$ cat config.mk
export PLATFORM = sky130hd
export DESIGN_NAME = mms_top
export DESIGN_NICKNAME = d
export VERILOG_FILES = /design/src/rtl/mms_pkg.sv /design/src/rtl/mms_dac_bank.sv /design/src/rtl/mms_top.sv
export VERILOG_INCLUDE_DIRS = /design/src /design/src/rtl
export SDC_FILE = /design/constraint.sdc
export NUM_CORES = 1
export LEC_CHECK = 0
export ABC_CLOCK_PERIOD_IN_PS = 2700
export BUFFER_PORTS_ARGS = -buffer_cell sky130_fd_sc_hd__buf_4
export CORE_ASPECT_RATIO = 1.4
export CORE_UTILIZATION = 60
export CTS_BUF_LIST = sky130_fd_sc_hd__clkbuf_8
export CTS_CLUSTER_SIZE = 16
export DETAILED_ROUTE_END_ITERATION = 7
export PLACE_DENSITY = 0.82
export SYNTH_ARGS = -nofsm -noshare
export SYNTH_HDL_FRONTEND = slang
export SYNTH_SLANG_ARGS = --single-unit
export TNS_END_PERCENT = 10
$ cat constraint.sdc
create_clock -name i_sys_clk -period 2.7 [get_ports i_sys_clk]
set_clock_uncertainty 0.2 [all_clocks]
set_input_delay 0.81 -clock i_sys_clk [delete_from_list [all_inputs] [get_ports i_sys_clk]]
set_output_delay 0.81 -clock i_sys_clk [all_outputs]
set_load 0.03 [all_outputs]
$ cat src/rtl/mms_defs.svh
`ifndef MMS_DEFS_SVH
`define MMS_DEFS_SVH

////////////////////////////////////////////////////////////////////////////////
// Register offsets
`define MMS_OFS_DAC_FIRST   8'h10
`define MMS_OFS_DAC_LAST    8'h17
`define MMS_OFS_MON_CTL     8'h18
`define MMS_OFS_CHAN_CTL    8'h19
`define MMS_OFS_CONV_CTL    8'h1A
`define MMS_OFS_DAC_SETUP   8'h1B
`define MMS_OFS_LOAD_SETUP  8'h1C

////////////////////////////////////////////////////////////////////////////////
// Field positions
`define MMS_MON_START       0
`define MMS_MON_DIODE_LO    1
`define MMS_MON_DIODE_HI    2
`define MMS_MON_INT_EN      5
`define MMS_MON_INT_POL     6
`define MMS_MON_SOFT_RST    7
`define MMS_CHAN_SEL_HI     2
`define MMS_CHAN_SINGLE     4
`define MMS_CHAN_AVG_OFF    5
`define MMS_CHAN_SMB_TO     6
`define MMS_CONV_FAST       0
`define MMS_CONV_UPD_SRC    3
`define MMS_CONV_REF_VDD    4
`define MMS_CONV_TRACK_A    5
`define MMS_CONV_TRACK_B    6
`define MMS_LOAD_INT_REF    4

////////////////////////////////////////////////////////////////////////////////
// Reset values
`define MMS_RST_CTL         8'h00

////////////////////////////////////////////////////////////////////////////////
// Timing
`define MMS_SYS_CLK_HZ      20000000
`define MMS_CAL_TIME_US     5000
`define MMS_ADC_FAST_HZ     22000
`define MMS_ADC_SLOW_HZ     1400
`define MMS_AVG_COUNT       16
`define MMS_CAL_CYCLES      (`MMS_CAL_TIME_US * (`MMS_SYS_CLK_HZ / 1000000))
`define MMS_FAST_HALF       (`MMS_SYS_CLK_HZ / (2 * `MMS_ADC_FAST_HZ))
`define MMS_SLOW_HALF       (`MMS_SYS_CLK_HZ / (2 * `MMS_ADC_SLOW_HZ))

`endif

$ cat src/rtl/mms_pkg.sv
package mms_pkg;

    typedef enum logic [1:0] {
        MMS_ST_CAL   = 2'b00,
        MMS_ST_IDLE  = 2'b01,
        MMS_ST_START = 2'b10,
        MMS_ST_WAIT  = 2'b11
    } mms_state_t;

    typedef enum logic [2:0] {
        MMS_CH_VDD   = 3'b000,
        MMS_CH_ITEMP = 3'b001,
        MMS_CH_ETEMP = 3'b010,
        MMS_CH_ANALOG_INPUT_ONE  = 3'b011,
        MMS_CH_ANALOG_INPUT_TWO  = 3'b100,
        MMS_CH_ANALOG_INPUT_THREE  = 3'b101,
        MMS_CH_ANALOG_INPUT_FOUR  = 3'b110,
        MMS_CH_BAD   = 3'b111
    } mms_ch_t;

    typedef struct packed {
        logic       wr;
        logic       rd;
        logic [7:0] addr;
        logic [7:0] wdata;
    } mms_reg_req_t;

    typedef struct packed {
        mms_ch_t    ch;
        logic [9:0] data;
    } mms_result_t;

endpackage

$ cat src/rtl/mms_dac_bank.sv
`timescale 1ns/1ps
module mms_dac_bank #(
    parameter int DEPTH = 8,
    parameter int WIDTH = 8
) (
    // Clock and reset
    input  wire logic                       i_sys_clk,
    input  wire logic                       i_rstn,
    input  wire logic                       i_ce,
    // Write port
    input  wire logic                       i_we,
    input  wire logic [$clog2(DEPTH)-1:0]   i_addr,
    input  wire logic [WIDTH-1:0]           i_wdata,
    // Whole contents
    output logic      [DEPTH*WIDTH-1:0]     o_all
);

    logic [DEPTH-1:0][WIDTH-1:0] mem_ff;

    // Pending DAC bytes
    always_ff @(posedge i_sys_clk or negedge i_rstn) begin
        if (!i_rstn) begin
            mem_ff <= '0;
        end else if (i_ce && i_we) begin
            mem_ff[i_addr] <= i_wdata;
        end
    end

    assign o_all = mem_ff;

endmodule // mms_dac_bank

$ cat src/rtl/mms_top.sv
`timescale 1ns/1ps
`include "mms_defs.svh"
module mms_top #(
    parameter int DAC_BITS   = 12,
    parameter int CAL_CYCLES = `MMS_CAL_CYCLES,
    parameter int SLOW_HALF  = `MMS_SLOW_HALF
) (
    // Clock and reset
    input  wire logic                        i_sys_clk,
    input  wire logic                        i_rstn,
    input  wire logic                        i_ce,
    // Register access from serial front end
    input  mms_pkg::mms_reg_req_t            i_reg_req,
    output logic      [7:0]                  o_reg_rdata,
    output logic                             o_reg_rvalid,
    input  wire logic                        i_spi_select,
    output logic                             o_spi_mode,
    // Pins
    input  wire logic                        i_dac_load_strobe_n,
    // ADC side
    input  wire logic                        i_conv_done,
    input  wire logic [9:0]                  i_adc_data,
    output logic                             o_conv_start,
    output mms_pkg::mms_ch_t                 o_adc_ch,
    output logic                             o_adc_clk,
    output logic                             o_adc_fast,
    output logic                             o_diode_filter_en,
    output logic                             o_diode_mode,
    output logic                             o_adc_ref_vdd,
    output mms_pkg::mms_result_t             o_result,
    output logic                             o_result_valid,
    // DAC side
    output logic      [4*DAC_BITS-1:0]       o_dac_code,
    output logic      [3:0]                  o_dac_gain2,
    output logic                             o_dac_int_ref,
    // Status and options
    output logic                             o_idle,
    output logic                             o_cal_disturbed,
    output logic                             o_int_en,
    output logic                             o_int_pol,
    output logic                             o_smbus_timeout_en
);
    import mms_pkg::*;

    localparam int CAL_W = $clog2(CAL_CYCLES + 1);
    localparam int FAST_HLF = `MMS_FAST_HALF;
    localparam int DIV_W = $clog2(((SLOW_HALF > FAST_HLF) ? SLOW_HALF : FAST_HLF) + 1);
    localparam int SHIFT = 16 - DAC_BITS;

    ////////////////////////////////////////////////////////////////////////////////
    // Functions
    function automatic mms_ch_t next_ch(input mms_ch_t ch, input logic diode);
        mms_ch_t n;
        n = MMS_CH_VDD;
        unique case (ch)
            MMS_CH_VDD:   n = MMS_CH_ITEMP;
            MMS_CH_ITEMP: n = diode ? MMS_CH_ETEMP : MMS_CH_ANALOG_INPUT_ONE;
            MMS_CH_ETEMP: n = MMS_CH_ANALOG_INPUT_THREE;
            MMS_CH_ANALOG_INPUT_ONE:  n = MMS_CH_ANALOG_INPUT_TWO;
            MMS_CH_ANALOG_INPUT_TWO:  n = MMS_CH_ANALOG_INPUT_THREE;
            MMS_CH_ANALOG_INPUT_THREE:  n = MMS_CH_ANALOG_INPUT_FOUR;
            MMS_CH_ANALOG_INPUT_FOUR:  n = MMS_CH_VDD;
            default:      n = MMS_CH_VDD;
        endcase
        return n;
    endfunction

    function automatic logic [15:0] dac_word(input logic [DAC_BITS-1:0] code);
        return 16'(code) << SHIFT;
    endfunction

    ////////////////////////////////////////////////////////////////////////////////
    // Declarations
    logic [7:0]                  mon_ctl_ff;
    logic [7:0]                  chan_ctl_ff;
    logic [7:0]                  conv_ctl_ff;
    logic [7:0]                  dac_setup_ff;
    logic [7:0]                  load_setup_ff;
    logic                        spi_mode_ff;
    logic                        dac_load_strobe_n_meta_ff;
    logic                        dac_load_strobe_n_sync_ff;
    logic                        dac_load_strobe_n_prev_ff;
    logic                        done_meta_ff;
    logic                        done_sync_ff;
    logic                        done_prev_ff;
    logic [9:0]                  data_meta_ff;
    logic [9:0]                  data_sync_ff;
    mms_state_t                  state_ff;
    logic [CAL_W-1:0]            cal_cnt_ff;
    mms_ch_t                     ch_ff;
    logic [3:0]                  avg_cnt_ff;
    logic [13:0]                 acc_ff;
    logic                        avg_off_ff;
    logic                        fast_ff;
    logic                        conv_start_ff;
    mms_result_t                 result_ff;
    logic                        result_valid_ff;
    logic                        cal_dist_ff;
    logic                        idle_ff;
    logic                        diode_mode_ff;
    logic                        diode_filter_ff;
    logic [15:0]                 rd_word;
    logic [DIV_W-1:0]            div_cnt_ff;
    logic                        adc_clk_ff;
    logic [3:0][DAC_BITS-1:0]    dac_code_ff;
    logic [7:0]                  rdata_ff;
    logic                        rvalid_ff;
    logic [63:0]                 bank_all;
    logic                        wr_dac;
    logic                        dac_load_strobe_n_fall;
    logic                        done_rise;
    logic [3:0]                  load_mask;
    logic [13:0]                 acc_sum;
    logic                        last_conv;
    mms_ch_t                     first_ch;
    mms_ch_t                     nxt_ch;
    logic [7:0]                  nxt_rdata;

    ////////////////////////////////////////////////////////////////////////////////
    // Synchronisers
    always_ff @(posedge i_sys_clk or negedge i_rstn) begin
        if (!i_rstn) begin
            dac_load_strobe_n_meta_ff <= 1'b1;
            dac_load_strobe_n_sync_ff <= 1'b1;
            dac_load_strobe_n_prev_ff <= 1'b1;
            done_meta_ff <= 1'b0;
            done_sync_ff <= 1'b0;
            done_prev_ff <= 1'b0;
            data_meta_ff <= 10'h000;
            data_sync_ff <= 10'h000;
        end else if (i_ce) begin
            dac_load_strobe_n_meta_ff <= i_dac_load_strobe_n;
            dac_load_strobe_n_sync_ff <= dac_load_strobe_n_meta_ff;
            dac_load_strobe_n_prev_ff <= dac_load_strobe_n_sync_ff;
            done_meta_ff <= i_conv_done;
            done_sync_ff <= done_meta_ff;
            done_prev_ff <= done_sync_ff;
            data_meta_ff <= i_adc_data;
            data_sync_ff <= data_meta_ff;
        end
    end

    assign dac_load_strobe_n_fall = dac_load_strobe_n_prev_ff & ~dac_load_strobe_n_sync_ff;
    assign done_rise = done_sync_ff & ~done_prev_ff;

    ////////////////////////////////////////////////////////////////////////////////
    // Configuration registers
    assign wr_dac = i_reg_req.wr && (i_reg_req.addr >= `MMS_OFS_DAC_FIRST)
                    && (i_reg_req.addr <= `MMS_OFS_DAC_LAST);

    always_ff @(posedge i_sys_clk or negedge i_rstn) begin
        if (!i_rstn) begin
            mon_ctl_ff    <= `MMS_RST_CTL;
            diode_mode_ff <= 1'b1;
            chan_ctl_ff   <= `MMS_RST_CTL;
            conv_ctl_ff   <= `MMS_RST_CTL;
            dac_setup_ff  <= `MMS_RST_CTL;
            load_setup_ff <= `MMS_RST_CTL;
        end else if (i_ce && i_reg_req.wr) begin
            unique case (i_reg_req.addr)
                `MMS_OFS_MON_CTL: begin
                    if (i_reg_req.wdata[`MMS_MON_SOFT_RST]) begin
                        mon_ctl_ff    <= `MMS_RST_CTL;
                        chan_ctl_ff   <= `MMS_RST_CTL;
                        conv_ctl_ff   <= `MMS_RST_CTL;
                        dac_setup_ff  <= `MMS_RST_CTL;
                        load_setup_ff <= `MMS_RST_CTL;
                        diode_mode_ff <= 1'b1;
                    end else begin
                        mon_ctl_ff <= i_reg_req.wdata;
                        diode_mode_ff <= (i_reg_req.wdata[`MMS_MON_DIODE_HI:`MMS_MON_DIODE_LO]
                                          == 2'b00);
                    end
                end
                `MMS_OFS_CHAN_CTL:   chan_ctl_ff   <= i_reg_req.wdata;
                `MMS_OFS_CONV_CTL:   conv_ctl_ff   <= i_reg_req.wdata;
                `MMS_OFS_DAC_SETUP:  dac_setup_ff  <= i_reg_req.wdata;
                `MMS_OFS_LOAD_SETUP: load_setup_ff <= {3'h0, i_reg_req.wdata[4:0]};
                default: ;
            endcase
        end
    end

    // Serial protocol lock
    always_ff @(posedge i_sys_clk or negedge i_rstn) begin
        if (!i_rstn) begin
            spi_mode_ff <= 1'b0;
        end else if (i_ce && i_spi_select) begin
            spi_mode_ff <= 1'b1;
        end
    end

    ////////////////////////////////////////////////////////////////////////////////
    // Pending DAC bytes
    mms_dac_bank #(
        .DEPTH (8),
        .WIDTH (8)
    ) u_bank (
        .i_sys_clk (i_sys_clk),
        .i_rstn    (i_rstn),
        .i_ce      (i_ce),
        .i_we      (wr_dac),
        .i_addr    (i_reg_req.addr[2:0]),
        .i_wdata   (i_reg_req.wdata),
        .o_all     (bank_all)
    );

    ////////////////////////////////////////////////////////////////////////////////
    // DAC load
    always_comb begin
        load_mask = 4'h0;
        if (conv_ctl_ff[`MMS_CONV_UPD_SRC]) begin
            if (i_reg_req.wr && i_reg_req.addr == `MMS_OFS_LOAD_SETUP) begin
                load_mask = i_reg_req.wdata[3:0];
            end
        end else if (dac_load_strobe_n_fall) begin
            load_mask = 4'hF;
        end
    end

    always_ff @(posedge i_sys_clk or negedge i_rstn) begin
        if (!i_rstn) begin
            dac_code_ff <= '0;
        end else if (i_ce) begin
            for (int n = 0; n < 4; n++) begin
                if (load_mask[n]) begin
                    dac_code_ff[n] <= DAC_BITS'(bank_all[16*n +: 16] >> SHIFT);
                end
            end
            if (result_valid_ff && result_ff.ch == MMS_CH_ITEMP
                && conv_ctl_ff[`MMS_CONV_TRACK_A]) begin
                dac_code_ff[0] <= DAC_BITS'(result_ff.data);
            end
            if (result_valid_ff && result_ff.ch == MMS_CH_ETEMP
                && conv_ctl_ff[`MMS_CONV_TRACK_B]) begin
                dac_code_ff[1] <= DAC_BITS'(result_ff.data);
            end
        end
    end

    ////////////////////////////////////////////////////////////////////////////////
    // Sequencer
    assign first_ch  = chan_ctl_ff[`MMS_CHAN_SINGLE]
                       ? mms_ch_t'(chan_ctl_ff[`MMS_CHAN_SEL_HI:0]) : MMS_CH_VDD;
    assign nxt_ch    = chan_ctl_ff[`MMS_CHAN_SINGLE] ? first_ch
                       : next_ch(ch_ff, mon_ctl_ff[`MMS_MON_DIODE_HI:`MMS_MON_DIODE_LO] == 2'b00);
    assign acc_sum   = acc_ff + 14'(data_sync_ff);
    assign last_conv = avg_off_ff || (avg_cnt_ff == 4'(`MMS_AVG_COUNT - 1));

    always_ff @(posedge i_sys_clk or negedge i_rstn) begin
        if (!i_rstn) begin
            state_ff        <= MMS_ST_CAL;
            cal_cnt_ff      <= '0;
            ch_ff           <= MMS_CH_VDD;
            avg_cnt_ff      <= 4'h0;
            acc_ff          <= 14'h0000;
            avg_off_ff      <= 1'b0;
            fast_ff         <= 1'b0;
            diode_filter_ff <= 1'b1;
            idle_ff         <= 1'b0;
            conv_start_ff   <= 1'b0;
            result_ff       <= '0;
            result_valid_ff <= 1'b0;
        end else if (i_ce) begin
            conv_start_ff   <= 1'b0;
            result_valid_ff <= 1'b0;
            unique case (state_ff)
                MMS_ST_CAL: begin
                    cal_cnt_ff <= cal_cnt_ff + 1'b1;
                    if (cal_cnt_ff == CAL_W'(CAL_CYCLES - 1)) begin
                        state_ff <= MMS_ST_IDLE;
                        idle_ff  <= 1'b1;
                    end
                end
                MMS_ST_IDLE: begin
                    if (mon_ctl_ff[`MMS_MON_START]) begin
                        ch_ff      <= first_ch;
                        avg_off_ff <= chan_ctl_ff[`MMS_CHAN_AVG_OFF];
                        fast_ff    <= conv_ctl_ff[`MMS_CONV_FAST];
                        diode_filter_ff <= ~conv_ctl_ff[`MMS_CONV_FAST];
                        idle_ff    <= 1'b0;
                        state_ff   <= MMS_ST_START;
                    end
                end
                MMS_ST_START: begin
                    conv_start_ff <= 1'b1;
                    state_ff      <= MMS_ST_WAIT;
                end
                MMS_ST_WAIT: begin
                    if (done_rise) begin
                        if (last_conv) begin
                            result_ff.ch    <= ch_ff;
                            result_ff.data  <= avg_off_ff ? data_sync_ff : acc_sum[13:4];
                            result_valid_ff <= 1'b1;
                            acc_ff          <= 14'h0000;
                            avg_cnt_ff      <= 4'h0;
                            ch_ff           <= nxt_ch;
                            avg_off_ff      <= chan_ctl_ff[`MMS_CHAN_AVG_OFF];
                            fast_ff         <= conv_ctl_ff[`MMS_CONV_FAST];
                            diode_filter_ff <= ~conv_ctl_ff[`MMS_CONV_FAST];
                            idle_ff         <= ~mon_ctl_ff[`MMS_MON_START];
                            state_ff        <= mon_ctl_ff[`MMS_MON_START]
                                               ? MMS_ST_START : MMS_ST_IDLE;
                        end else begin
                            acc_ff     <= acc_sum;
                            avg_cnt_ff <= avg_cnt_ff + 4'h1;
                            state_ff   <= MMS_ST_START;
                        end
                    end
                end
            endcase
        end
    end

    // Calibration disturbance
    always_ff @(posedge i_sys_clk or negedge i_rstn) begin
        if (!i_rstn) begin
            cal_dist_ff <= 1'b0;
        end else if (i_ce && state_ff == MMS_ST_CAL && (i_reg_req.wr || i_reg_req.rd)) begin
            cal_dist_ff <= 1'b1;
        end
    end

    ////////////////////////////////////////////////////////////////////////////////
    // ADC clock divider
    always_ff @(posedge i_sys_clk or negedge i_rstn) begin
        if (!i_rstn) begin
            div_cnt_ff <= '0;
            adc_clk_ff <= 1'b0;
        end else if (i_ce) begin
            if (div_cnt_ff >= (fast_ff ? DIV_W'(`MMS_FAST_HALF - 1)
                                       : DIV_W'(SLOW_HALF - 1))) begin
                div_cnt_ff <= '0;
                adc_clk_ff <= ~adc_clk_ff;
            end else begin
                div_cnt_ff <= div_cnt_ff + 1'b1;
            end
        end
    end

    ////////////////////////////////////////////////////////////////////////////////
    // Register read
    assign rd_word = dac_word(dac_code_ff[i_reg_req.addr[2:1]]);

    always_comb begin
        nxt_rdata = 8'h00;
        unique case (i_reg_req.addr)
            `MMS_OFS_MON_CTL:    nxt_rdata = mon_ctl_ff;
            `MMS_OFS_CHAN_CTL:   nxt_rdata = chan_ctl_ff;
            `MMS_OFS_CONV_CTL:   nxt_rdata = conv_ctl_ff;
            `MMS_OFS_DAC_SETUP:  nxt_rdata = dac_setup_ff;
            `MMS_OFS_LOAD_SETUP: nxt_rdata = load_setup_ff;
            default: begin
                if (i_reg_req.addr >= `MMS_OFS_DAC_FIRST
                    && i_reg_req.addr <= `MMS_OFS_DAC_LAST) begin
                    nxt_rdata = rd_word[8*i_reg_req.addr[0] +: 8];
                end
            end
        endcase
    end

    always_ff @(posedge i_sys_clk or negedge i_rstn) begin
        if (!i_rstn) begin
            rdata_ff  <= 8'h00;
            rvalid_ff <= 1'b0;
        end else if (i_ce) begin
            rvalid_ff <= i_reg_req.rd;
            if (i_reg_req.rd) begin
                rdata_ff <= nxt_rdata;
            end
        end
    end

    ////////////////////////////////////////////////////////////////////////////////
    // Outputs
    assign o_reg_rdata        = rdata_ff;
    assign o_reg_rvalid       = rvalid_ff;
    assign o_spi_mode         = spi_mode_ff;
    assign o_conv_start       = conv_start_ff;
    assign o_adc_ch           = ch_ff;
    assign o_adc_clk          = adc_clk_ff;
    assign o_adc_fast         = fast_ff;
    assign o_diode_filter_en  = diode_filter_ff;
    assign o_diode_mode       = diode_mode_ff;
    assign o_adc_ref_vdd      = conv_ctl_ff[`MMS_CONV_REF_VDD];
    assign o_result           = result_ff;
    assign o_result_valid     = result_valid_ff;
    assign o_dac_code         = dac_code_ff;
    assign o_dac_gain2        = dac_setup_ff[3:0];
    assign o_dac_int_ref      = load_setup_ff[`MMS_LOAD_INT_REF];
    assign o_idle             = idle_ff;
    assign o_cal_disturbed    = cal_dist_ff;
    assign o_int_en           = mon_ctl_ff[`MMS_MON_INT_EN];
    assign o_int_pol          = mon_ctl_ff[`MMS_MON_INT_POL];
    assign o_smbus_timeout_en = chan_ctl_ff[`MMS_CHAN_SMB_TO];

endmodule // mms_top

[Yosys cells after proc, flatten, opt, wreduce, memory -nomap -nowiden]
Index checks and enable logic that the tools add are counted.
Cells by class
  equality and inequality tests: 22
  add/subtract/negate cells: 4
  reductions and logical operators: 46
  bitwise gates (word level): 7
  muxes and demuxes: 61
  order comparisons: 6
  shifts and indexed selects: 1
Operators with widths (count)
  $bwmux W64: 1
  $pmux W8 S2: 4
  $mux W12: 5
  $eq A8 B5 Y1 const B: 5
  $pmux W8 S5: 1
  $mux W13: 2
  $bmux W12 S2: 1
  $demux W8 S3: 1
  $mux W8: 3
  $mux W1: 19
  $add A17 B1 Y17 const B: 1
  $eq A17 B17 Y1 const B: 1
  $mux W4: 4
  $reduce_and A2 Y1: 8
  $shiftx A16 B5 Y8: 1
  $mux W3: 5
  $pmux W3 S5: 1
  $reduce_and A3 Y1: 5
  $add A14 B10 Y14: 1
  $logic_and A1 B1 Y1: 14
  $mux W14: 1
  $reduce_bool A2 Y1: 7
  $add A13 B1 Y13 const B: 1
  $ge A13 B13 Y1: 1
  30 further kinds: 54
Storage, ports and cells
  word-level logic and storage cells: 192
  output and inout port bits: 91
  register bits: 263

[Depth between registers and ports, before layout]
Gate-level depths: netlist of run 1.
  depth in word-level cells: 7
  depth in mapped cells: 9
  depth with buffers taken out: 9

[Cells and area by module]
From an unflattened synthesis of run 1, not the netlist that was laid out.
Second synthesis, totals
  cells, all modules: 1051
  area, all modules: 12086.6 µm²
By module, submodules not included
  mms_top: area each 9613.0 µm², sequential area each 4885.9 µm², cells each 908, instances 1
  mms_dac_bank: area each 2473.6 µm², sequential area each 1601.5 µm², cells each 143, instances 1

[Worst setup path before layout of run 1]
OpenSTA, ideal clock, no wires.
  kind: input -> register
  start: in i_reg_req[10] in the netlist's numbering
  end: reg dac_code_ff (netlist bit o_dac_code[28])
  path buffers: 2
  arrival: 2.356 ns
  data required time: 2.372 ns
  setup slack: 0.016 ns
  cell stages on the path: 7
  setup time: 0.128 ns
  cell sequence: buf_4 > or3b_2 > nor4_4 > a21o_1 > nand2_1 > buf_6 > mux2_1
On the way
  cells in the longest elaborated chain, start to end: 5
Ends and longest elaborated chain
  start: declaration: RTL line mms_top.sv:13  | input mms_pkg::mms_reg_req_t i_reg_req,
  $eq A8 B5 Y1
  $logic_and A1 B1 Y1 (no line)
  $mux W4: RTL line mms_top.sv:213  | if (i_reg_req.wr && i_reg_req.addr == `MMS_OFS_LOAD_SETUP) begin
  $mux W4: RTL line mms_top.sv:212  | if (conv_ctl_ff[`MMS_CONV_UPD_SRC]) begin
  $reduce_and A2 Y1 (no line)
  end signal: indexed assignment: RTL line mms_top.sv:227  | dac_code_ff[n] <= DAC_BITS'(bank_all[16*n +: 16] >> SHIFT);
  end: declaration: RTL line mms_top.sv:105  | logic [3:0][DAC_BITS-1:0] dac_code_ff;
Every way passes these cells.
A chain may end at the register's enable or synchronous reset.

[Final worst setup path of run 1]
  start: reg data_sync_ff[0]
  end: reg result_ff (netlist bit o_result[6])
On the way
  cells in the longest elaborated chain, start to end: 2
Ends and longest elaborated chain
  start: declaration: RTL line mms_top.sv:87  | logic [9:0] data_sync_ff;
  start signal: assignment: RTL line mms_top.sv:139  | data_sync_ff <= data_meta_ff;
  $add A14 B10 Y14: RTL line mms_top.sv:247  | assign acc_sum = acc_ff + 14'(data_sync_ff);
  $mux W10: RTL line mms_top.sv:293  | result_ff.data <= avg_off_ff ? data_sync_ff : acc_sum[13:4];
  end: declaration: RTL line mms_top.sv:96  | mms_result_t result_ff;
Every way passes these cells.

==> reports/qor.csv, run 1 <==
stage,metric,value,unit
outcome,status,finished clean,
global_routing,grt_usage,32.0,%
synth,synth_top_area_share,51.4,%
setup_path,startpoint,data_sync_ff[0]$_DFFE_PN0P_,
route,wl,30.7,mm
place,dp_slack,-267,ps
setup_path,worstPathArrival,2860,ps
hold_path,whs_endpoint,o_spi_mode$_DFFE_PN0P_,
global_routing,overflow,0,
synth,syn-mean-instance-area,11.2,µm²
synth,async_reset_ff_share,100,%
sta,slew-limit-headroom,50.9,%
finish,area_growth,21.8,%
setup_path,cp_max_fo,6,
synth,ys.flop_type,dfrtp_1,
hold_path,hp-start,o_spi_mode$_DFFE_PN0P_,
global_routing,grt_max_degree,72,
sta,tns,0,ps
place,placed_area,0.0132,mm²
clock_tree,cts_made_buffers,38,
synth,ys_seq_elements,243,
sta,fin_crit_sh,95.8,%
route,wl_per_cell,20.6,µm
global_routing,grt_pass1_wl,49.8,mm
setup_path,critical_path.startpoint_type,register,
sta,timing.hold.ws,257,ps
setup_path,reg2regPathDepth,9,
route,drc,0,
sta,fmax,0.387,GHz
synth,synth_edf_count,0,
sta,tightest_slew,734,ps
clock_tree,cts_root_buffer,clkbuf_8,
power_and_ir_drop,power_leakage,6.71,nW
synth,synth_nets,1090,
finish,final_cell_area,0.0141,mm²
sta,rsz0062_at_grt,false,
place,hpwl,21.0,mm
sta,setup_viol,0,
route,antenna_left,0,
setup_path,cp.required,2980,ps
synth,ys_top_cells_by_area,"dfrtp_1, mux2_2, nand2_1, o21ai_0, mux4_2",
finish,fin_nets,1272,
die,die_height,166,µm
finish,final_util,75.3,%
setup_path,reg2reg_to,o_result[6]$_DFFE_PN0P_,
clock_tree,path_clk_slew,70,ps
hold_path,hold_class,reg -> reg,
place,gp_congestion,0.876,
hold_path,holdPathStages,1,
synth,yosys_warnings,0,
sta,final.setup.worst_slack,114,ps
synth,synth.distinct_cells,67,
sta,finalHoldViolCount,0,
clock_tree,cts.sinks,243,
power_and_ir_drop,ir_drop,662,µV
setup_path,endpoint_kind,register,
job,drv_cap,0,
synth,ys_seq_area_share,52.5,%
route,vias,9327,
die,fp.coreArea,0.0188,mm²
sta,min_period,2590,ps
route,dr.pass1.iters,5,
setup_path,path_class,reg -> reg,
clock_tree,cts.htree.levels,2,
die,dieArea,0.0199,mm²
synth,syn-instance-count,1037,
clock_tree,clk_latency,540,ps
global_routing,grt_pass1_vias,9424,
global_routing,antenna_found_initial,0,
route,viasPerCell,6.26,
place,io_buffers,124,
finish,drive_above_1_share,32.3,%
route,drt_iter0_drc,818,
synth,yosysTopAreaCell,dfrtp_1,
die,io_pins,125,
sta,drv_slew,0,
die,start_util,61.8,%
die,rows,59,
die,die_w,119,µm
power_and_ir_drop,p_per_area,835,mW/mm²
clock_tree,cts_tree,done,
finish,antenna_cells,0,
setup_path,rrSetupSlack,110,ps
clock_tree,clock_path_buffers,3,
setup_path,reg2reg_from,data_sync_ff[0]$_DFFE_PN0P_,
synth,syn_area,0.0116,mm²
-- critical path: stages (launching register included) --
cell and delay [ps]:
dfrtp_1 360, ha_2 210, inv_1 50, fa_1 390
nand2b_4 160, a21oi_2 170, o21ai_1 130, o21a_2 260
or4_1 490, nand3_1 90
-- registers in the layout (all words and copies together), names as in the netlist, 2 cells and up --
signal,cells
acc_ff,14
avg_cnt_ff,4
cal_cnt_ff,17
chan_ctl_ff,8
conv_ctl_ff,8
dac_setup_ff,8
data_meta_ff,10
data_sync_ff,10
div_cnt_ff,13
load_setup_ff,5
mon_ctl_ff,7
o_adc_ch,3
o_dac_code,48
o_reg_rdata,8
o_result,13
state_ff,2
u_bank.o_all,48
-- layout make-up --
type	count	area [µm²]
inverter	17	63.8
sequential	243	6090
multi-input combinational	718	5190
clock buffer	51	702
clock inverter	17	158
timing repair buffer	201	1620
tap	244	305
fill	1286	4620
-- where the power goes --
| part | switching [mW] | internal (mW) |
|---|---|---|
| sequential | 0.717 | 4.22 |
| clock | 1.47 | 1.98 |
| combinational | 1.95 | 1.46 |
-- routing by layer --
layer	vias to the layer above	global-route usage, %	wire, µm	part of all wire, %
li1	4144	-	-	-
met5	-	0	0	0
met4	0	17.3	1640	5.3
met1	4619	41.1	12000	39
met3	123	5.65	2040	6.6
met2	441	51.5	15100	49
-- cell usage after synthesis, types with 5 or more instances --
cell type and count:
o21ai_0 77, xnor2_1 17, nand2b_1 15, nor4_1 5, dfstp_2 5, buf_2 8, nor3_1 38, a21oi_1 32
mux4_2 16, nand4_1 9, xor2_1 8, buf_4 7, or3_1 9, ha_1 18, mux2_2 97, and3_1 7
dfrtp_1 238, clkbuf_1 34, a22o_1 40, o211ai_1 5, buf_1 7, a32o_1 5, o21a_1 26, nand2_1 106
o22ai_1 6, a21o_1 15, inv_1 14, nor2_1 64, mux2i_1 8, nand3_1 18, a31oi_1 9
-- worst max path at each step --
stage | cells past startpoint | slack, ps | end
global placement | 8 | -210 | o_dac_code[0]$_DFFE_PN0P_
floorplan | 7 | 20 | o_dac_code[28]$_DFFE_PN0P_
detailed placement | 8 | -270 | o_dac_code[20]$_DFFE_PN0P_
finish | 9 | 110 | o_result[6]$_DFFE_PN0P_
CTS | 9 | 5 | o_result[6]$_DFFE_PN0P_
global route | 9 | 20 | o_result[6]$_DFFE_PN0P_
-- cells by family (layout without fill, tap and decap cells) --
group           count (synthesis)  after routing  synth area share (%)
simple gates                  300            300                  12.6
fa+ha+maj                      19             19                  2.12
compound gates                249            249                  14.4
buf+inv                        76            286                  2.91
flops                         243            243                  52.5
xor+xnor                       25             25                  1.89
mux                           125            125                  13.6
-- metrics by stage --
step	power [mW]	cells
global placement	8.21	1421
floorplan	6.94	1037
global route	12.3	1491
detailed placement	8.30	1421
finish	11.8	1491
CTS	11.8	1490
-- placed cells by master (no fill, tap or decap), types with 18 or more instances in the layout --
cell type,count
a21oi_1,31
nand2_1,106
dfrtp_1,238
inv_1,23
o21a_1,25
a22o_1,40
mux2_2,97
clkbuf_8,51
nor2_1,64
nor3_1,38
buf_4,191
nand3_1,18
o21ai_0,77
-- timing repair --
item                       CTS  global route
hold endpoints to repair    35             0
setup endpoints to repair    0             5
buffers inserted             0             1
hold buffers                 1             0
resized for setup            0             5
Note: power is estimated with default switching activity, not from simulation.
==> run 2, diff against run 1 <==
Settings changed: SKIP_LAST_GASP set to 1, SYNTH_HIERARCHICAL set to 1.
==> reports/qor.csv, run 2 <==
stage,metric,value,unit
outcome,status,finished clean,
finish,regArea,0.00609,mm²
die,io_pins,125,
die,rows,59,
sta,setup_viol,0,
route,drc,0,
clock_tree,post_cts_resized,0,
global_routing,grt_pass1_wl,48.4,mm
die,die_w,119,µm
job,drv_cap,0,
setup_path,max_stage_delay,400,ps
place,io_buffers,124,
global_routing,overflow,0,
route,wl,30.5,mm
global_routing,antenna_found_initial,0,
die,fp.coreArea,0.0187,mm²
setup_path,rrSetupSlack,140,ps
die,dieArea,0.0197,mm²
route,vias,8951,
place,gp_congestion,0.908,
setup_path,cp_max_fo,4,
clock_tree,clk_latency,540,ps
power_and_ir_drop,clockPowerShare,32.2,%
power_and_ir_drop,p_per_area,662,mW/mm²
place,hpwl,20.6,mm
clock_tree,cts_tree,done,
setup_path,worst_path_most_repeated_cell,o21ai_0,
die,die_height,166,µm
sta,rsz0062_at_grt,false,
power_and_ir_drop,swShare,31.4,%
route,dr.pass1.iters,7,
power_and_ir_drop,p_switching,2.83,mW
route,drt_iter0_drc,813,
sta,drv_slew,0,
sta,min_period,2560,ps
setup_path,worstPathArrival,2790,ps
finish,fin_nets,1229,
sta,tightest_slew,588,ps
route,viasPerCell,6.19,
power_and_ir_drop,p_seq_share,48.7,%
finish,area_growth,18.6,%
finish,fillCellCount,1290,
die,start_util,61.6,%
route,wl_per_cell,21.1,µm
finish,final_util,73.1,%
global_routing,grt_pass1_vias,8895,
clock_tree,cts.sinks,243,
finish,multi_input_area,0.00512,mm²
setup_path,cp_top_family,compound AO/OA/AOI/OAI gates,
route,antenna_left,0,
power_and_ir_drop,p_int,6.20,mW
global_routing,grt_max_degree,71,
setup_path,crit_buf_inv,2,
sta,slew-limit-headroom,60.6,%
place,dp_slack,-129,ps
setup_path,cpMaxStageDelayCell,fa_1,
finish,antenna_cells,0,
setup_path,critical_path.startpoint_type,register,
setup_path,path_class,reg -> reg,
setup_path,crit_chain,ha_1 > inv_1 > fa_1 > nor2b_1 > o21ai_0 > o21ai_0 > buf_4 > a31oi_1 > xor2_1 > o31ai_1,
synth,syn-instance-count,1019,
clock_tree,clock_path_buffers,3,
clock_tree,cts.htree.levels,2,
sta,fin_crit_sh,94.7,%
setup_path,endpoint_kind,register,
sta,final.setup.worst_slack,143,ps
synth,syn-mean-instance-area,11.3,µm²
sta,fmax,0.391,GHz
clock_tree,cts_made_buffers,38,
finish,drive_above_1_share,30.0,%
hold_path,hold_class,reg -> reg,
synth,syn_area,0.0115,mm²
sta,finalHoldViolCount,0,
clock_tree,cts_root_buffer,clkbuf_8,
power_and_ir_drop,power_leakage,6.61,nW
synth,synth_nets,1072,
setup_path,cp.required,2930,ps
clock_tree,path_clk_slew,70,ps
finish,layout_common_cells,"dfrtp_1, buf_4, nand2_1",
power_and_ir_drop,ir_drop,609,µV
global_routing,grt_usage,31.6,%
power_and_ir_drop,combPwrFrac,19.2,%
finish,final_common_cell,dfrtp_1,
synth,yosys_warnings,6,
run 2: final timing paths:
check | depth (start not counted) | to | from
setup reg to reg | 10 | acc_ff[8]$_DFFE_PN0P_ | data_sync_ff[0]$_DFFE_PN0P_
setup / recovery | 10 | acc_ff[8]$_DFFE_PN0P_ | data_sync_ff[0]$_DFFE_PN0P_
hold reg to reg | 1 | o_spi_mode$_DFFE_PN0P_ | o_spi_mode$_DFFE_PN0P_
max in group asynchronous | 3 | o_diode_mode$_DFFE_PN1P_ | i_rstn
min in group asynchronous | 2 | data_meta_ff[7]$_DFFE_PN0P_ | i_rstn
hold / removal | 1 | o_spi_mode$_DFFE_PN0P_ | o_spi_mode$_DFFE_PN0P_
run 2: per-stage QoR:
stage | hold WS (ps) | cell area (µm²) | total power, mW | cells | TNS, ps
final | 259 | 13600 | 9.03 | 1445 | 0
after global routing | 279 | 13600 | 9.39 | 1445 | 0
after CTS | 263 | 13600 | 9.06 | 1445 | 0
after detailed placement | 250 | 12900 | 6.14 | 1379 | -3700
after global placement | 241 | 12900 | 6.08 | 1379 | -1220
after floorplan | 238 | 11500 | 5.36 | 1019 | -242
run 2: power groups by stage:
stage / logic, mW / registers [mW] / clock network (mW)
3_3_place_gp: 1.66 / 4.42 / 0
5_1_grt: 1.85 / 4.41 / 3.12
3_5_place_dp: 1.71 / 4.43 / 0
2_1_floorplan: 0.763 / 4.59 / 0
6_report: 1.73 / 4.39 / 2.90
4_1_cts: 1.73 / 4.38 / 2.96
run 2: final cells by class:
class / count / share of cell area, %
tap: 244 / 2.24
multi-input combinational: 711 / 37.5
timing repair buffer: 167 / 10.1
inverter: 15 / 0.413
sequential: 243 / 44.6
clock inverter: 21 / 0.688
clock buffer: 44 / 4.44
run 2: repair_timing:
item	in CTS	in global routing
endpoints found under the hold margin	41	0
hold buffers	1	0
setup buffers	0	0
run 2: routing by layer:
metal  track usage [%]  vias up  share of wire (%)
met1              40.2     4458                 39
met3              5.25      112                6.3
li1                  -     3984                  -
met5                 0        -                  0
met4              15.2        0                4.7
met2              52.6      397                 50
